<file path="src/sfpm_pkg.sv">
/*
 * Shared constants for the paused serial flash link: link timing,
 * array geometry of the flash and the erase granularity encoding.
 * Assumes both link ends and the bench use MCLK at 25 MHz.
 */
package sfpm_pkg;

    // ************************************************************
    // link timing, in MCLK cycles, and frame sizes
    // ************************************************************
    localparam int SCK_HALF_CYC    = 8;   // host-made clock, 16 cycles
    localparam int DESEL_CYC       = 8;   // select high between frames
    localparam int PAUSE_GUARD_CYC = 4;   // pause pin settle, syncs are 2
    localparam int BYTE_BITS       = 8;
    localparam int ADDR_BYTES      = 3;

    // ************************************************************
    // array geometry
    // ************************************************************
    localparam int          ADDR_W       = 23;
    localparam logic [22:0] ARRAY_TOP    = 23'h7fffff;
    localparam int          PAGE_SHIFT   = 8;
    localparam int          PAGE_SIZE    = 256;
    localparam int          PAGE_COUNT   = 65536;
    localparam int          BLK4K_SHIFT  = 12;
    localparam int          BLK32K_SHIFT = 15;
    localparam int          BLK64K_SHIFT = 16;
    localparam logic [22:0] BLK4K_MASK   = 23'h000fff;
    localparam logic [22:0] BLK32K_MASK  = 23'h007fff;
    localparam logic [22:0] BLK64K_MASK  = 23'h00ffff;

    // ************************************************************
    // reset values
    // ************************************************************
    localparam logic [3:0] PIN_SYNC_RST = 4'h9; // cs_n,sck,si,pause_n
    localparam logic [7:0] FILL_BYTE    = 8'hff;

    // erase granularity chosen by the user side
    typedef enum logic [1:0] {
        SFPM_ER_4K,
        SFPM_ER_32K,
        SFPM_ER_64K,
        SFPM_ER_CHIP
    } sfpm_erase_t;

endpackage

</file>
<file path="src/sfpm_link_if.sv">
/*
 * Four-wire serial link with the active-low pause pin, joining the
 * host end and the flash end. Assumes no third party drives it.
 */
`timescale 1ns/1ps
interface sfpm_link_if;
    logic cs_n;
    logic sck;
    logic si;
    logic pause_n;   // quad_data_line_3 in its pause role
    logic so_o;
    logic so_oe;
    logic so;

    // serial output floats high when the flash lets go of it
    assign so = so_oe ? so_o : 1'b1;

    modport dev (
        input  cs_n,
        input  sck,
        input  si,
        input  pause_n,
        output so_o,
        output so_oe
    );

    modport host (
        output cs_n,
        output sck,
        output si,
        output pause_n,
        input  so
    );
endinterface

</file>
<file path="src/sfpm_dev.sv">
/*
 * Flash end of the link: samples the host's pins on MCLK, shifts
 * bytes in and out, honours the pause pin and maps the first three
 * bytes of a frame onto pages and erase blocks of the array.
 * Assumes a host that keeps the serial clock at or below MCLK/8.
 */
`timescale 1ns/1ps

module sfpm_dev (
    input  wire logic              MCLK,
    input  wire logic              RESET,
    sfpm_link_if.dev               LINK,
    input  wire logic [7:0]        TX_DATA,
    output logic                   TX_TAKEN,
    output logic [7:0]             RX_DATA,
    output logic                   RX_VALID,
    output logic                   SELECTED,
    output logic                   PAUSED,
    input  sfpm_pkg::sfpm_erase_t  ERASE_SEL,
    output logic                   ADDR_VALID,
    output logic [22:0]            ADDR,
    output logic [22:0]            ERASE_BASE,
    output logic [22:0]            ERASE_LAST,
    output logic [15:0]            PAGE_INDEX,
    output logic [7:0]             PAGE_OFFSET,
    output logic [8:0]             PAGE_FILL
);
    typedef enum logic [1:0] {
        D_IDLE, D_ACTIVE, D_PAUSED
    } sfpm_dstate_t;

    sfpm_dstate_t st_r;
    sfpm_dstate_t st_nxt;
    logic [3:0]   s1_r;
    logic [3:0]   s2_r;
    logic         sck_p_r;
    logic         pause_p_r;
    logic [2:0]   bit_r;
    logic [6:0]   rx_sh_r;
    logic [7:0]   tx_sh_r;
    logic         load_pend_r;
    logic [1:0]   byte_idx_r;
    logic [15:0]  addr_sh_r;
    logic [22:0]  page_ptr_r;

    // ************************************************************
    // pin synchronisers
    // ************************************************************
    // every pin is asynchronous to MCLK; all four share one depth so
    // the relative order of clock and pause edges is preserved
    always_ff @(posedge MCLK) begin
        if (RESET) begin
            s1_r <= sfpm_pkg::PIN_SYNC_RST;
            s2_r <= sfpm_pkg::PIN_SYNC_RST;
        end else begin
            s1_r <= {LINK.cs_n, LINK.sck, LINK.si, LINK.pause_n};
            s2_r <= s1_r;
        end
    end

    // previous synchronised levels for edge finding
    always_ff @(posedge MCLK) begin
        if (RESET) begin
            sck_p_r   <= 1'b0;
            pause_p_r <= 1'b1;
        end else begin
            sck_p_r   <= s2_r[2];
            pause_p_r <= s2_r[0];
        end
    end

    // ************************************************************
    // edge decode
    // ************************************************************
    wire cs_n_s     = s2_r[3];
    wire sck_s      = s2_r[2];
    wire si_s       = s2_r[1];
    wire pause_n_s  = s2_r[0];
    wire sck_rise   = sck_s & ~sck_p_r;
    wire sck_fall   = ~sck_s & sck_p_r;
    wire pause_fall = ~pause_n_s & pause_p_r;
    wire pause_rise = pause_n_s & ~pause_p_r;
    wire active     = (st_r == D_ACTIVE);
    wire start      = (st_r == D_IDLE) & ~cs_n_s;
    wire shift_in   = active & sck_rise;
    wire shift_out  = active & sck_fall;
    wire byte_done  = shift_in & (bit_r == 3'h7);
    wire tx_load    = start | (shift_out & load_pend_r);
    wire [7:0] rx_byte  = {rx_sh_r, si_s};
    wire addr_byte  = byte_done & (byte_idx_r != 2'(sfpm_pkg::ADDR_BYTES));
    wire addr_last  = addr_byte & (byte_idx_r == 2'(sfpm_pkg::ADDR_BYTES - 1));
    wire data_byte  = byte_done & ~addr_byte;
    wire [23:0] addr_full = {addr_sh_r, rx_byte}; // bit 23 is dropped

    assign TX_TAKEN   = tx_load;
    assign SELECTED   = (st_r != D_IDLE);
    assign PAUSED     = (st_r == D_PAUSED);
    assign LINK.so_o  = tx_sh_r[7];
    assign LINK.so_oe = active;

    // ************************************************************
    // pause state machine
    // ************************************************************
    always_comb begin
        st_nxt = st_r;
        unique case (st_r)
            D_IDLE: begin
                // pause edges while deselected fall through here
                if (!cs_n_s) begin
                    st_nxt = D_ACTIVE;
                end
            end
            D_ACTIVE: begin
                if (pause_fall && !sck_s) begin
                    st_nxt = D_PAUSED;
                end
            end
            D_PAUSED: begin
                // a release with the clock high is not honoured
                if (pause_rise && !sck_s) begin
                    st_nxt = D_ACTIVE;
                end else begin
                    st_nxt = D_PAUSED;
                end
            end
        endcase
        if (cs_n_s) begin
            st_nxt = D_IDLE;
        end
    end

    always_ff @(posedge MCLK) begin
        if (RESET) begin
            st_r <= D_IDLE;
        end else begin
            st_r <= st_nxt;
        end
    end

    // ************************************************************
    // bit shifter
    // ************************************************************
    // counters move only in the active state, so a pause freezes
    // them at the bit it interrupted
    always_ff @(posedge MCLK) begin
        if (RESET || cs_n_s) begin
            bit_r       <= 3'h0;
            rx_sh_r     <= 7'h00;
            load_pend_r <= 1'b0;
        end else if (shift_in) begin
            bit_r       <= bit_r + 3'h1;
            rx_sh_r     <= rx_byte[6:0];
            load_pend_r <= (bit_r == 3'h7);
        end else if (shift_out) begin
            load_pend_r <= 1'b0;
        end
    end

    // output byte: first bit is ready before the first clock edge
    always_ff @(posedge MCLK) begin
        if (RESET) begin
            tx_sh_r <= sfpm_pkg::FILL_BYTE;
        end else if (tx_load) begin
            tx_sh_r <= TX_DATA;
        end else if (shift_out) begin
            tx_sh_r <= {tx_sh_r[6:0], 1'b1};
        end
    end

    // received byte, one-cycle strobe
    always_ff @(posedge MCLK) begin
        if (RESET) begin
            RX_DATA  <= 8'h00;
            RX_VALID <= 1'b0;
        end else begin
            RX_VALID <= byte_done;
            if (byte_done) begin
                RX_DATA <= rx_byte;
            end
        end
    end

    // ************************************************************
    // address capture and page fill
    // ************************************************************
    // the fill pointer wraps inside the page, so a long burst lands
    // on the start of the same page rather than the next one
    always_ff @(posedge MCLK) begin
        if (RESET || cs_n_s) begin
            byte_idx_r <= 2'h0;
            addr_sh_r  <= 16'h0000;
            ADDR_VALID <= 1'b0;
            PAGE_FILL  <= 9'h000;
        end else if (addr_byte) begin
            byte_idx_r <= byte_idx_r + 2'h1;
            addr_sh_r  <= {addr_sh_r[7:0], rx_byte};
            ADDR_VALID <= addr_last;
        end else if (data_byte && PAGE_FILL != 9'(sfpm_pkg::PAGE_SIZE)) begin
            PAGE_FILL  <= PAGE_FILL + 9'h001;
        end
    end

    // address register survives deselect for the user to read
    always_ff @(posedge MCLK) begin
        if (RESET) begin
            ADDR       <= 23'h000000;
            page_ptr_r <= 23'h000000;
        end else if (addr_last) begin
            ADDR       <= addr_full[22:0] & sfpm_pkg::ARRAY_TOP;
            page_ptr_r <= addr_full[22:0] & sfpm_pkg::ARRAY_TOP;
        end else if (data_byte) begin
            page_ptr_r <= {page_ptr_r[22:8], page_ptr_r[7:0] + 8'h01};
        end
    end

    // ************************************************************
    // erase block and page mapping
    // ************************************************************
    wire [22:0] er_mask =
        (ERASE_SEL == sfpm_pkg::SFPM_ER_4K)  ? sfpm_pkg::BLK4K_MASK  :
        (ERASE_SEL == sfpm_pkg::SFPM_ER_32K) ? sfpm_pkg::BLK32K_MASK :
        (ERASE_SEL == sfpm_pkg::SFPM_ER_64K) ? sfpm_pkg::BLK64K_MASK :
                                               sfpm_pkg::ARRAY_TOP;
    wire [22:0] page_idx_w = ADDR >> sfpm_pkg::PAGE_SHIFT;

    // blocks are naturally aligned, so base and last are pure masks
    always_ff @(posedge MCLK) begin
        if (RESET) begin
            ERASE_BASE  <= 23'h000000;
            ERASE_LAST  <= 23'h000000;
            PAGE_INDEX  <= 16'h0000;
            PAGE_OFFSET <= 8'h00;
        end else begin
            ERASE_BASE  <= ADDR & ~er_mask;
            ERASE_LAST  <= (ADDR | er_mask) & sfpm_pkg::ARRAY_TOP;
            PAGE_INDEX  <= page_idx_w[15:0];
            PAGE_OFFSET <= page_ptr_r[7:0];
        end
    end
endmodule

</file>
<file path="src/flat_wrapper.sv">
// flat-port wrapper written by rule: the top's interface ports become plain ports
module sfpm_dev_flat 
  (MCLK, RESET, TX_DATA, TX_TAKEN, RX_DATA, RX_VALID, SELECTED, PAUSED, ERASE_SEL, ADDR_VALID, ADDR, ERASE_BASE, ERASE_LAST, PAGE_INDEX, PAGE_OFFSET, PAGE_FILL, LINK_cs_n, LINK_sck, LINK_si, LINK_pause_n, LINK_so_o, LINK_so_oe);
  sfpm_link_if LINK_i ();
  input  wire logic MCLK;
  input  wire logic RESET;
  input  wire logic [7:0] TX_DATA;
  output logic TX_TAKEN;
  output logic [7:0] RX_DATA;
  output logic RX_VALID;
  output logic SELECTED;
  output logic PAUSED;
  input  sfpm_pkg::sfpm_erase_t ERASE_SEL;
  output logic ADDR_VALID;
  output logic [22:0] ADDR;
  output logic [22:0] ERASE_BASE;
  output logic [22:0] ERASE_LAST;
  output logic [15:0] PAGE_INDEX;
  output logic [7:0] PAGE_OFFSET;
  output logic [8:0] PAGE_FILL;
  input wire logic [$bits(LINK_i.cs_n)-1:0] LINK_cs_n;
  input wire logic [$bits(LINK_i.sck)-1:0] LINK_sck;
  input wire logic [$bits(LINK_i.si)-1:0] LINK_si;
  input wire logic [$bits(LINK_i.pause_n)-1:0] LINK_pause_n;
  output wire logic [$bits(LINK_i.so_o)-1:0] LINK_so_o;
  output wire logic [$bits(LINK_i.so_oe)-1:0] LINK_so_oe;
  assign LINK_i.cs_n = LINK_cs_n;
  assign LINK_i.sck = LINK_sck;
  assign LINK_i.si = LINK_si;
  assign LINK_i.pause_n = LINK_pause_n;
  assign LINK_so_o = LINK_i.so_o;
  assign LINK_so_oe = LINK_i.so_oe;
  sfpm_dev u_core (.MCLK(MCLK), .RESET(RESET), .LINK(LINK_i), .TX_DATA(TX_DATA), .TX_TAKEN(TX_TAKEN), .RX_DATA(RX_DATA), .RX_VALID(RX_VALID), .SELECTED(SELECTED), .PAUSED(PAUSED), .ERASE_SEL(ERASE_SEL), .ADDR_VALID(ADDR_VALID), .ADDR(ADDR), .ERASE_BASE(ERASE_BASE), .ERASE_LAST(ERASE_LAST), .PAGE_INDEX(PAGE_INDEX), .PAGE_OFFSET(PAGE_OFFSET), .PAGE_FILL(PAGE_FILL));
endmodule
</file>
<file path="config.mk">
export PLATFORM = sky130hd
export DESIGN_NAME = sfpm_dev_flat
export DESIGN_NICKNAME = d
export VERILOG_FILES = /design/src/sfpm_pkg.sv /design/src/sfpm_link_if.sv /design/src/sfpm_dev.sv /design/src/flat_wrapper.sv
export SDC_FILE = /design/constraint.sdc
export NUM_CORES = 1
export LEC_CHECK = 0
export ABC_AREA = 1
export CORE_UTILIZATION = 33
export DETAILED_ROUTE_END_ITERATION = 7
export DONT_BUFFER_PORTS = 1
export GPL_ROUTABILITY_DRIVEN = 1
export PLACE_DENSITY = 0.58
export SETUP_SLACK_MARGIN = 0.1
export SLEW_MARGIN = 5
export SYNTH_ARGS = -nofsm -noshare
export SYNTH_HDL_FRONTEND = slang
export SYNTH_SLANG_ARGS = --single-unit
</file>
<file path="constraint.sdc">
create_clock -name MCLK -period 1.7 [get_ports MCLK]
set_input_delay 0.255 -clock MCLK [delete_from_list [all_inputs] [get_ports MCLK]]
set_output_delay 0.255 -clock MCLK [all_outputs]
set_load 0.03 [all_outputs]
</file>
# Word level (Yosys, flattened, before mapping)
# Cells that the tools add are included.
[op_classes]
eq_ne = 9
mux = 12
n_addsub = 4
bitwise_logic = 22
reduce_logical = 13
[ops]
columns = ["operator", "n"]
rows = [
  ["$mux W23", 3],
  ["$mux W8", 4],
  ["$and A23 B23 Y23", 1],
  ["$not A23 Y23", 1],
  ["$or A23 B23 Y23", 1],
  ["$and A1 B1 Y1", 12],
  ["$add A9 B1 Y9 const B", 1],
  ["$ne A9 B9 Y1 const B", 1],
  ["$add A8 B1 Y8 const B", 1],
  ["$reduce_bool A2 Y1", 4],
  ["$eq A2 B2 Y1 const B", 3],
  ["$not A1 Y1", 6],
  ["$pmux W2 S3", 1],
  ["$eq A2 B1 Y1 const B", 2],
  ["$logic_not A2 Y1", 2],
  ["$mux W2", 2],
  ["$ne A2 B2 Y1 const B", 2],
  ["$add A3 B1 Y3 const B", 1],
  ["$eq A3 B3 Y1 const B", 1],
  ["$logic_and A1 B1 Y1", 3],
  ["$add A2 B1 Y2 const B", 1],
  ["$mux W1", 2],
  ["$reduce_and A2 Y1", 1],
  ["$reduce_or A2 Y1", 1],
  ["other kinds (3)", 3],
]
[word_totals]
word_cells = 82
reg_bits = 168
out_inout_bits = 117
in_bits = 16

# Logic depth before layout (Yosys ltp)
# Gate-level depths: netlist (run 1).
[logic_depth]
depth_word = 9
depth_mapped = 10
ltp_nobuf = 10

# Least setup slack after synthesis (run 1)
# OpenSTA, ideal clock, no wires.
[synth_timing]
kind = "register -> output"
from = "register u_core.st_r[1]"
to = "output port TX_TAKEN"
path_stages_with_launch = 8
slack_ns = -0.086
path_buffers = 1
t_arrival_ns = 1.531
required_ns = 1.445
path_cell_list = "dfxtp_1 inv_1 ha_1 nand3_1 nand2_1 buf_2 nand2_1 inv_1"
[synth_via]
elab_chain_cells = 4
elab_cells_between_ends = 6
classes_between = "eq/ne (1); bitwise (4); reduce/logical (1)"
[synth_lines]
columns = ["item", "line", "rtl"]
rows = [
  ["start: declaration", "sfpm_dev.sv:32", "sfpm_dstate_t st_r;"],
  ["start signal: assignment", "sfpm_dev.sv:136", "st_r <= st_nxt;"],
  ["$eq A2 B1 Y1", "sfpm_dev.sv:83", "wire active = (st_r == D_ACTIVE);"],
  ["net LINK_so_oe", "flat_wrapper.sv:26", "output wire logic [$bits(LINK_i.so_oe)-1:0] LINK_so_oe;"],
  ["$and A1 B1 Y1", "sfpm_dev.sv:86", "wire shift_out = active & sck_fall;"],
  ["$and A1 B1 Y1", "sfpm_dev.sv:88", "wire tx_load = start | (shift_out & load_pend_r);"],
  ["$or A1 B1 Y1", "sfpm_dev.sv:88", ""],
  ["end: declaration", "flat_wrapper.sv:8", "output logic TX_TAKEN;"],
]
# The timed path passes the listed nets, and every way through them passes these cells.

# Final worst setup path (run 1)
[layout_timing]
from = "register u_core.byte_idx_r[0]"
to = "register u_core.ADDR[10]"
[layout_via]
elab_chain_cells = 3
elab_cells_between_ends = 4
classes_between = "eq/ne (2); bitwise (2)"
[layout_lines]
columns = ["item", "line", "rtl"]
rows = [
  ["start: declaration", "sfpm_dev.sv:42", "logic [1:0] byte_idx_r;"],
  ["start signal: assignment", "sfpm_dev.sv:195", "byte_idx_r <= byte_idx_r + 2'h1;"],
  ["$ne A2 B2 Y1", "sfpm_dev.sv:90", "wire addr_byte = byte_done & (byte_idx_r != 2'(sfpm_pkg::ADDR_BYTES));"],
  ["$and A1 B1 Y1", "sfpm_dev.sv:90", ""],
  ["$and A1 B1 Y1 (*)", "sfpm_dev.sv:91", "wire addr_last = addr_byte & (byte_idx_r == 2'(sfpm_pkg::ADDR_BYTES - 1));"],
  ["end signal: assignment", "sfpm_dev.sv:209", "ADDR <= addr_full[22:0] & sfpm_pkg::ARRAY_TOP;"],
  ["end: declaration", "sfpm_dev.sv:21", "output logic [22:0] ADDR,"],
]
# Mark *: on every way between the ends. The rest lies on a longest branch, timed or not.
# A chain may end at the register's enable or synchronous reset.

==> flow_summary.yaml, run 1 <==
run_status:
  status: "completed"
synthesis:
  synth_xor_area_frac: 0.006391
  ys_warn_count: 0
  synth.area.mux_share: 0
  synth_cells: 688
  synthAdderAreaFrac: 0.02283
  yosys-top-cells-count: "150 x nand2_1, 144 x dfxtp_1, 77 x inv_1, 73 x nor2_1, 69 x a21oi_1"
  synth-seq-cells: 144
  synth_simple_gate_area_share: 0.2105
  synth.top_cell.area_share: 0.5259
  synth_top_family_by_area: "simple AND/OR/NAND/NOR gates"
  ys_top_cells_by_area: "dfxtp_1 53%, nand2_1 10%, a21oi_1 6.3%"
  synth-compound-area-share: 0.1217
  yosys_most_used_dff: "dfxtp_1"
  synth.yosys.seq_area_share: 0.5259
  postSynth.asyncResetShare: 0
  yosys.area.top_type: "dfxtp_1"
  synth_edf_count: 0
  ys_types: 35
  synth_area_mm2: 0.005482
  synth.avg_cell_area_um2: 7.967
  post-synth-top-count-cell: "nand2_1"
global_routing:
  grt_pass1_vias: 4197
  grt_pass1_wl_um: 21010
  antenna_found_initial: 0
  grtUsageTotal: 0.1628
  grt_max_degree: 66
  grt_overflow: 0
route:
  drtPass1Iterations: 4
  drt_iter0_drc: 222
  post_drt_wl_per_cell_um: 13.96
  route.detailed.drc: 0
  drt_wl_total_um: 13410
  viasPerCell: 4.495
  vias: 4320
  ant_nets: 0
floorplanning:
  ios: 133
  die_h_um: 130.9
  fp.dieArea_mm2: 0.01713
  start_util: 0.3414
  die_w_um: 130.9
  core.rowCount: 46
  core_mm2: 0.01606
clock_network:
  htreeDepth: 4
  cts-root-buf: "clkbuf_16"
  cts_buffers: 17
  clk_latency_ps: 420
  cts.sinks: 144
  path_clk_slew_ps: 60
  cts_max_path_buffers: 2
  cts_tree: "yes"
hold_path:
  hold_class: "input port to flip-flop"
  hold_depth: 2
  hold_end: "u_core.ERASE_LAST[12]$_SDFF_PP0_"
  hold_start: "ERASE_SEL[0]"
power_and_ir_drop:
  pwr-share-clk: 0.531
  combPwrFrac: 0.031
  sw_frac_of_total: 0.2156
  internal_power_w: 0.006200
  power.total_w: 0.007904
  p_switching_w: 0.001704
  p_leak_nw: 2.918
  power_frac_seq: 0.438
  power_density_mw_per_mm2: 1116
  peakVddDrop_mv: 0.8146
placed_design:
  place_area_mm2: 0.005742
  portBuffers: 0
  dp_hpwl_um: 8513
  dp_slack_ps: 73.46
  dp.cells: 896
  gp_congestion: 0.8011
timing:
  fin_ws_ps: 18.19
  setup_viol: 0
  relSlewSlack: 0.6390
  tightest_slew_ps: 540.7
  fmax_ghz: 0.5946
  hold_viol: 0
  rsz0062_at_grt: "yes"
  finClkSkew_ps: 13.72
  drv_slew: 0
  post-route-min-period_ps: 1682
  final.period_utilization: 0.9893
setup_path:
  reg2reg_depth: 7
  critPathArrivalTime_ps: 2040
  timing.rr.start: "u_core.byte_idx_r[0]$_SDFFE_PP0N_"
  critical_path_class: "flip-flop to flip-flop"
  path_max_fanout: 6
  cp-end-kind: "flip-flop"
  required_ps: 2050
  timing.reg2reg.setup_slack_ps: 20
  reg2reg_to: "u_core.ADDR[10]$_SDFFE_PP0P_"
  critPathLaunchType: "flip-flop"
layout:
  nets: 758
  final_util: 0.4409
  drive_gt1_frac: 0.2107
  antennaDiodeCount: 0
  area_growth_pct: 29.15
  fin_cells: 961
  finalInstanceArea_mm2: 0.007079
flow_run:
  cap_viol_max_count: 0
cell usage in the layout, fill, tap and decap left out, types with 2 or more instances in the layout:
| master | count |
|---|---|
| dfxtp_1 | 141 |
| nand2_1 | 128 |
| inv_1 | 73 |
| nor2_1 | 71 |
| a21oi_1 | 56 |
| buf_4 | 32 |
| o21ai_0 | 29 |
| clkbuf_16 | 17 |
| nand2_2 | 15 |
| dlygate4sd3_1 | 15 |
| nand3_1 | 13 |
| a21oi_2 | 13 |
| conb_1 | 13 |
| nand2_4 | 9 |
| nand3_2 | 9 |
| o21ai_1 | 9 |
| ha_1 | 9 |
| nor3_1 | 8 |
| inv_6 | 7 |
| nor2_4 | 7 |
| nand4_1 | 7 |
| a21o_1 | 7 |
| buf_6 | 7 |
| o21ai_2 | 5 |
| bufinv_16 | 5 |
| inv_2 | 4 |
| or2_2 | 4 |
| xor2_1 | 4 |
| buf_12 | 3 |
| nand3_4 | 2 |
| o21ai_4 | 2 |
| clkinv_4 | 2 |
| clkbuf_8 | 2 |
| dfxtp_2 | 2 |
per-layer routing:
layer,vias to the layer above,GRT usage,routed length (um)
li1,2234,-,-
met1,1963,0.1901,5854
met2,111,0.2714,6517
met3,12,0.05619,863
met4,0,0.06829,175
met5,-,0,0
sequential cells by signal, indices dropped and copies added (netlist names), 7 cells and up:
name                cells
u_core.PAGE_OFFSET      8
u_core.RX_DATA          8
u_core.page_ptr_r       8
u_core.addr_sh_r       15
u_core.rx_sh_r          7
u_core.ADDR            23
u_core.tx_sh_r          8
u_core.ERASE_BASE      11
u_core.PAGE_FILL        9
u_core.PAGE_INDEX      15
u_core.ERASE_LAST      12
through the flow:
stage	hold slack, ps	TNS [ps]
2_1_floorplan	334.3	0
3_3_place_gp	336.2	0
3_5_place_dp	335.7	0
4_1_cts	20.58	-19.41
5_1_grt	23.79	-565.0
6_report	37.68	0
how the worst max path moves through the flow:
stage,start,end,cells after the start
6_report,u_core.byte_idx_r[0]$_SDFFE_PP0N_,u_core.ADDR[10]$_SDFFE_PP0P_,7
5_1_grt,u_core.st_r[1]$_SDFFE_PP0P_,u_core.ADDR[13]$_SDFFE_PP0P_,10
4_1_cts,u_core.st_r[1]$_SDFFE_PP0P_,TX_TAKEN,7
3_5_place_dp,u_core.st_r[1]$_SDFFE_PP0P_,u_core.ADDR[15]$_SDFFE_PP0P_,8
3_3_place_gp,u_core.st_r[1]$_SDFFE_PP0P_,u_core.PAGE_FILL[0]$_SDFFE_PP0P_,9
2_1_floorplan,u_core.st_r[1]$_SDFFE_PP0P_,u_core.page_ptr_r[5]$_SDFFE_PP0P_,10
critical path, cell delays in order (launching register included):
cell and delay [ps]:
dfxtp_1 320, inv_1 160, ha_1 380, inv_1 230, nor2_8 240, buf_6 150
nand3_2 60, nand2_1 80
power groups by stage:
stage | clock network, W | registers, W | logic, W
2_1_floorplan | 0 | 0.00353 | 0.000209
3_5_place_dp | 0 | 0.00353 | 0.000177
4_1_cts | 0.00430 | 0.00346 | 0.000241
6_report | 0.00420 | 0.00346 | 0.000248
5_1_grt | 0.00444 | 0.00346 | 0.000273
3_3_place_gp | 0 | 0.00353 | 0.000176
what timing repair did:
action,4_1_cts,5_1_grt
cloned,4,2
setup endpoints to repair,29,65
pin swaps,18,28
resized for setup,50,59
hold buffers,16,0
hold endpoints to repair,76,0
buffers inserted,8,3
logic make-up after synthesis:
logic type / count (synthesis)
other cells: 1
buf+inv: 130
compound gates: 126
xor+xnor: 4
fa+ha+maj: 10
simple gates: 273
flops: 144
layout make-up:
class,count,area (um2)
Clock buffer,19,452.9
Timing Repair Buffer,59,571.8
Multi-Input combinational cell,429,2344
Clock inverter,13,220.2
Tap cell,216,270.3
Fill cell,1541,8979
Timing Repair inverter,2,17.52
Sequential cell,144,2889
Inverter,79,314.1
Power figures use the tool's default switching activity.
==> inputs of run 2 (changes only) <==
==> constraint.sdc (replaced) <==
create_clock -name MCLK -period 1.6 [get_ports MCLK]
set_input_delay 0.24 -clock MCLK [delete_from_list [all_inputs] [get_ports MCLK]]
set_output_delay 0.24 -clock MCLK [all_outputs]
set_load 0.03 [all_outputs]
==> run 2 against run 1 <==
Against the previous run: highest routed layer unchanged; total power up 2.0%; clock-buffer cell count did not move; global-route usage grew 0.17 points; worst setup slack worse by 45 ps; utilization up 3.0 points; critical path depth increased by 3; fmax increased by 3.4%; die area did not move; the run now ends with negative setup slack left; sequential share of layout area is 2.4 points lower.
==> flow_summary.yaml, run 2 (synthesis gave the netlist of run 1 again) <==
placed_design:
  portBuffers: 0
  dp_slack_ps: 16.71
  gp_congestion: 0.7967
  dp.cells: 904
  dp_hpwl_um: 8313
route:
  route.detailed.drc: 0
  viasPerCell: 4.580
  post_drt_wl_per_cell_um: 13.99
  ant_nets: 0
  drtPass1Iterations: 4
  drt_wl_total_um: 13890
  drt_iter0_drc: 259
  vias: 4548
floorplanning:
  fp.dieArea_mm2: 0.01713
  core_mm2: 0.01606
  core.rowCount: 46
  ios: 133
  start_util: 0.3414
  die_h_um: 130.9
  die_w_um: 130.9
layout:
  multi_input_area_mm2: 0.002467
  top_register: "u_core.ADDR"
  antennaDiodeCount: 0
  fin_cells: 993
  nets: 790
  fillers: 1523
  drive_gt1_frac: 0.2780
  area_growth_pct: 37.87
  largest_reg_flops: 23
  biggestRegsByFlops: "u_core.ADDR: 23 flops, u_core.PAGE_INDEX: 15 flops, u_core.addr_sh_r: 15 flops"
  final_common_cell: "dfxtp_1"
  layout_common_cells: "135 x dfxtp_1, 118 x nand2_1, 71 x inv_1"
  register_area_mm2: 0.002899
clock_network:
  cts_max_path_buffers: 2
  path_clk_slew_ps: 60
  cts_tree: "yes"
  cts_buffers: 17
  cts.sinks: 144
  clk_latency_ps: 420
  cts-root-buf: "clkbuf_16"
  htreeDepth: 4
setup_path:
  timing.reg2reg.setup_slack_ps: -30
  critPathArrivalTime_ps: 1900
  critPathLaunchType: "flip-flop"
  path_max_fanout: 8
  cpMostUsedCell: "buf_6"
  slowest_delay_ps: 330
  slowest_stage: "dfxtp_2"
  crit_chain: "inv_4, ha_4, nand2_4, nor2_4, buf_6, nand3_4, buf_4, buf_6, nand2_2, a21oi_1"
  required_ps: 1880
  cp-end-kind: "flip-flop"
  critical_path_class: "flip-flop to flip-flop"
power_and_ir_drop:
  peakVddDrop_mv: 0.7335
  power_density_mw_per_mm2: 1066
  p_leak_nw: 3.149
global_routing:
  grt_pass1_vias: 4222
  grtUsageMet2: 0.2730
  grtUsageTotal: 0.1645
  grt-busiest-layer: "met2"
  grt_max_degree: 60
  antenna_found_initial: 0
  globalRouteMet1Util: 0.2046
  grt_pass1_wl_um: 21420
  met3_usage: 0.04886
  grt_overflow: 0
timing:
  rsz0062_at_grt: "yes"
  post-route-min-period_ps: 1627
  drv_slew: 0
  fin_ws_ps: -26.92
  final.period_utilization: 1.017
  fmax_ghz: 0.6147
  finClkSkew_ps: 11.23
  relSlewSlack: 0.6273
  hold_viol: 0
  setup_viol: 20
  tightest_slew_ps: 558.3
run_status:
  status: "complete, but fails checks"
  violations: "negative setup slack"
flow_run:
  cap_viol_max_count: 0
hold_path:
  hold_class: "input port to flip-flop"
run 2: worst paths after layout:
path                               start                          endpoint  cells after the start
max          u_core.st_r[1]$_SDFFE_PP0P_  u_core.addr_sh_r[4]$_SDFFE_PP0N_                     10
min                         ERASE_SEL[0]  u_core.ERASE_LAST[12]$_SDFF_PP0_                      2
max reg2reg  u_core.st_r[1]$_SDFFE_PP0P_  u_core.addr_sh_r[4]$_SDFFE_PP0N_                     10
min reg2reg    u_core.s1_r[0]$_SDFF_PP1_         u_core.s2_r[0]$_SDFF_PP1_                      1
run 2: critical path: cells and delay by family (launching register included):
kind	cells	cell delay (ps)
buf+inv	4	530
simple gates	4	380
flops	1	330
fa+ha+maj	1	170
compound gates	1	60
run 2: power breakdown:
| group | leakage [nW] | switching (W) | internal (W) |
|---|---|---|---|
| sequential | 1.17 | 0.0000472 | 0.00362 |
| clock | 0.292 | 0.00161 | 0.00249 |
| combinational | 1.69 | 0.000194 | 0.0000918 |
| total | 3.15 | 0.00186 | 0.00620 |
run 2: what timing repair did:
item / in CTS / in global routing
endpoints found under the hold margin: 77 / 0
gates resized for setup: 101 / 69
endpoints found under the setup margin: 48 / 84
hold buffers: 22 / 0
pin swaps: 37 / 19
buffers inserted: 18 / 8
cloned: 7 / 5
run 2: final cells by class:
type,count,area share
tap,216,0.03576
sequential,144,0.3836
timing repair inverter,3,0.004470
inverter,79,0.04272
clock inverter,13,0.02384
timing repair buffer,90,0.1258
multi-input combinational,429,0.3265
clock buffer,19,0.05728
run 2: layer usage:
metal	part of all wire	vias to the layer above
li1	-	2307
met1	0.45	2105
met2	0.48	118
met3	0.059	18
met4	0.014	0
met5	0	-
run 2: metrics by stage:
stage	power, W	hold slack [ps]	utilization	area [um2]	setup TNS, ps
6_report	0.008059	44.94	0.4706	7557	-197.3
5_1_grt	0.008302	42.37	0.4706	7557	-3651
4_1_cts	0.008124	22.54	0.4518	7256	-62.31
3_5_place_dp	0.003943	321.7	0.3623	5818	0
3_3_place_gp	0.003942	321.3	0.3623	5818	0
2_1_floorplan	0.003969	319.3	-	5543	0
==> inputs of run 3 (changes only) <==
--- a/config.mk
+++ b/config.mk
@@ -5,7 +5,6 @@
 export SDC_FILE = /design/constraint.sdc
 export NUM_CORES = 1
 export LEC_CHECK = 0
-export ABC_AREA = 1
 export CORE_UTILIZATION = 33
 export DETAILED_ROUTE_END_ITERATION = 7
 export DONT_BUFFER_PORTS = 1
==> run 3 against run 2 <==
Against the previous run: the flow still finishes with violations (negative setup slack); critical path depth fell by 1; utilization decreased by 1.4 points; synthesized area down 1.8%; hold slack gained 12 ps; fmax shrank 5.5%; die area decreased by 1.7%; critical endpoint is now u_core.page_ptr_r[5]$_SDFFE_PP0P_; via count shrank 8.1%; synthesized cell count decreased by 13%; final cell count down 11%; non-clock buffer count shrank 12; register-to-register slack lost 90 ps.
==> flow_summary.yaml, run 3 <==
run_status:
  status: "complete, but fails checks"
  violations: "negative setup slack"
route:
  route.detailed.drc: 0
  drt_wl_total_um: 13300
  ant_nets: 0
  drt_iter0_drc: 174
  post_drt_wl_per_cell_um: 15.06
  viasPerCell: 4.732
  vias: 4178
  drtPass1Iterations: 4
synthesis:
  synth_area_mm2: 0.005384
  synth_cells: 602
  synth_edf_count: 0
  yosys-top-cells-count: "144 x dfxtp_1, 114 x nand2_1, 58 x a21oi_1, 51 x nor2_1, 26 x buf_4"
  yosys_most_used_dff: "dfxtp_1"
  synth.top_cell.area_share: 0.5354
  ys_warn_count: 0
  post-synth-top-count-cell: "dfxtp_1"
  synth-seq-cells: 144
  postSynth.asyncResetShare: 0
  ys_top_cells_by_area: "dfxtp_1 54%, nand2_1 7.9%, a21oi_1 5.4%"
  synth.yosys.seq_area_share: 0.5354
  yosys.area.top_type: "dfxtp_1"
  ys_types: 55
  synth.avg_cell_area_um2: 8.943
timing:
  setup_viol: 50
  relSlewSlack: 0.4583
  tightest_slew_ps: 812.6
  final.period_utilization: 1.076
  fmax_ghz: 0.5811
  hold_viol: 0
  post-route-min-period_ps: 1721
  fin_ws_ps: -120.9
  finClkSkew_ps: 4.913
  drv_slew: 0
  rsz0062_at_grt: "yes"
floorplanning:
  core_mm2: 0.01589
  die_h_um: 129.7
  start_util: 0.3389
  core.rowCount: 46
  ios: 133
  die_w_um: 129.7
  fp.dieArea_mm2: 0.01683
setup_path:
  required_ps: 1910
  critPathArrivalTime_ps: 2030
  critical_path_class: "flip-flop to flip-flop"
  path_max_fanout: 6
  critPathLaunchType: "flip-flop"
  cp-end-kind: "flip-flop"
layout:
  antennaDiodeCount: 0
  finalInstanceArea_mm2: 0.007254
  layout_common_cells: "131 x dfxtp_1, 99 x nand2_1, 47 x nor2_1"
  final_common_cell: "dfxtp_1"
  nets: 680
  area_growth_pct: 34.74
  biggestRegsByFlops: "u_core.ADDR: 23 flops, u_core.PAGE_INDEX: 15 flops, u_core.addr_sh_r: 15 flops"
  largest_reg_flops: 23
  fillers: 1533
  top_register: "u_core.ADDR"
  drive_gt1_frac: 0.2969
power_and_ir_drop:
  p_leak_nw: 3.086
  peakVddDrop_mv: 0.6420
  power_density_mw_per_mm2: 1083
placed_design:
  dp_hpwl_um: 8598
  portBuffers: 0
  dp_slack_ps: -111.3
  place_area_mm2: 0.005834
  gp_congestion: 0.8245
clock_network:
  cts_buffers: 17
  cts-root-buf: "clkbuf_16"
  path_clk_slew_ps: 60
  clk_latency_ps: 420
  cts_max_path_buffers: 2
  cts.sinks: 144
  cts_tree: "yes"
  htreeDepth: 4
global_routing:
  grt_pass1_wl_um: 20200
  grt_max_degree: 64
  grtUsageTotal: 0.1581
  antenna_found_initial: 0
  grt_overflow: 0
  grt_pass1_vias: 4041
hold_path:
  hold_class: "input port to flip-flop"
flow_run:
  cap_viol_max_count: 0
[run 3: per-stage QoR]
stage / cells / util / hold WS (ps) / TNS [ps] / power [W]
after floorplan: 614 / - / 311.6 / -169.3 / 0.003948
after detailed placement: 819 / 0.3673 / 322.6 / -2081 / 0.003907
after global routing: 883 / 0.4567 / 53.11 / -7415 / 0.008123
after global placement: 819 / 0.3673 / 313.1 / -1098 / 0.003905
final: 883 / 0.4567 / 56.52 / -2650 / 0.007857
after CTS: 875 / 0.4318 / 36.35 / -3383 / 0.007897
[run 3: final timing paths]
check / slack, ps / endpoint / start / cells after the start
setup / recovery: -120 / u_core.page_ptr_r[5]$_SDFFE_PP0P_ / u_core.st_r[1]$_SDFFE_PP0P_ / 9
hold / removal: 60 / u_core.ERASE_BASE[12]$_SDFF_PP0_ / RESET / 2
setup reg to reg: -120 / u_core.page_ptr_r[5]$_SDFFE_PP0P_ / u_core.st_r[1]$_SDFFE_PP0P_ / 9
hold reg to reg: 420 / u_core.s2_r[3]$_SDFF_PP1_ / u_core.s1_r[3]$_SDFF_PP1_ / 1
[run 3: logic make-up after synthesis]
kind of cell,after synthesis,share of synthesized area
compound gates,104,0.1136
xor+xnor,9,0.01464
fa+ha+maj,10,0.02324
buf+inv,81,0.07832
flops,144,0.5354
mux,14,0.02649
other cells,1,0.0006965
simple gates,239,0.2075
[run 3: repair_timing]
action,4_1_cts,5_1_grt
hold buffers,11,0
setup endpoints to repair,75,77
buffers inserted,13,7
pin swaps,14,33
gates cloned,2,2
endpoints found under the hold margin,68,0
resized for setup,44,78
[run 3: power breakdown]
part           switching, W  internal [W]
clock network       0.00146       0.00250
registers         0.0000451       0.00361
logic              0.000168     0.0000681
total               0.00168       0.00618
[run 3: area by class of cell]
| class | instances | area, um2 | area share |
|---|---|---|---|
| Clock inverter | 8 | 102.6 | 0.01414 |
| Timing Repair Buffer | 78 | 852.1 | 0.1175 |
| Inverter | 24 | 98.84 | 0.01363 |
| Tap cell | 216 | 270.3 | 0.03725 |
| Multi-Input combinational cell | 389 | 2522 | 0.3477 |
| Sequential cell | 144 | 2907 | 0.4007 |
| Clock buffer | 24 | 501.7 | 0.06916 |
[run 3: per-layer routing]
| metal | vias up | share of wire | GRT usage |
|---|---|---|---|
| met2 | 123 | 0.48 | 0.2664 |
| li1 | 2051 | - | - |
| met3 | 28 | 0.075 | 0.05617 |
| met4 | 0 | 0.023 | 0.08208 |
| met5 | - | 0 | 0 |
| met1 | 1976 | 0.42 | 0.1757 |
[run 3: worst max-delay path, stage by stage, from the launching register on]
cell and delay, ps:
dfxtp_4 360, inv_4 40, ha_4 170, buf_6 110
and4b_4 220, buf_12 150, buf_4 130, nand3_2 100
o31ai_1 80, a32o_1 250
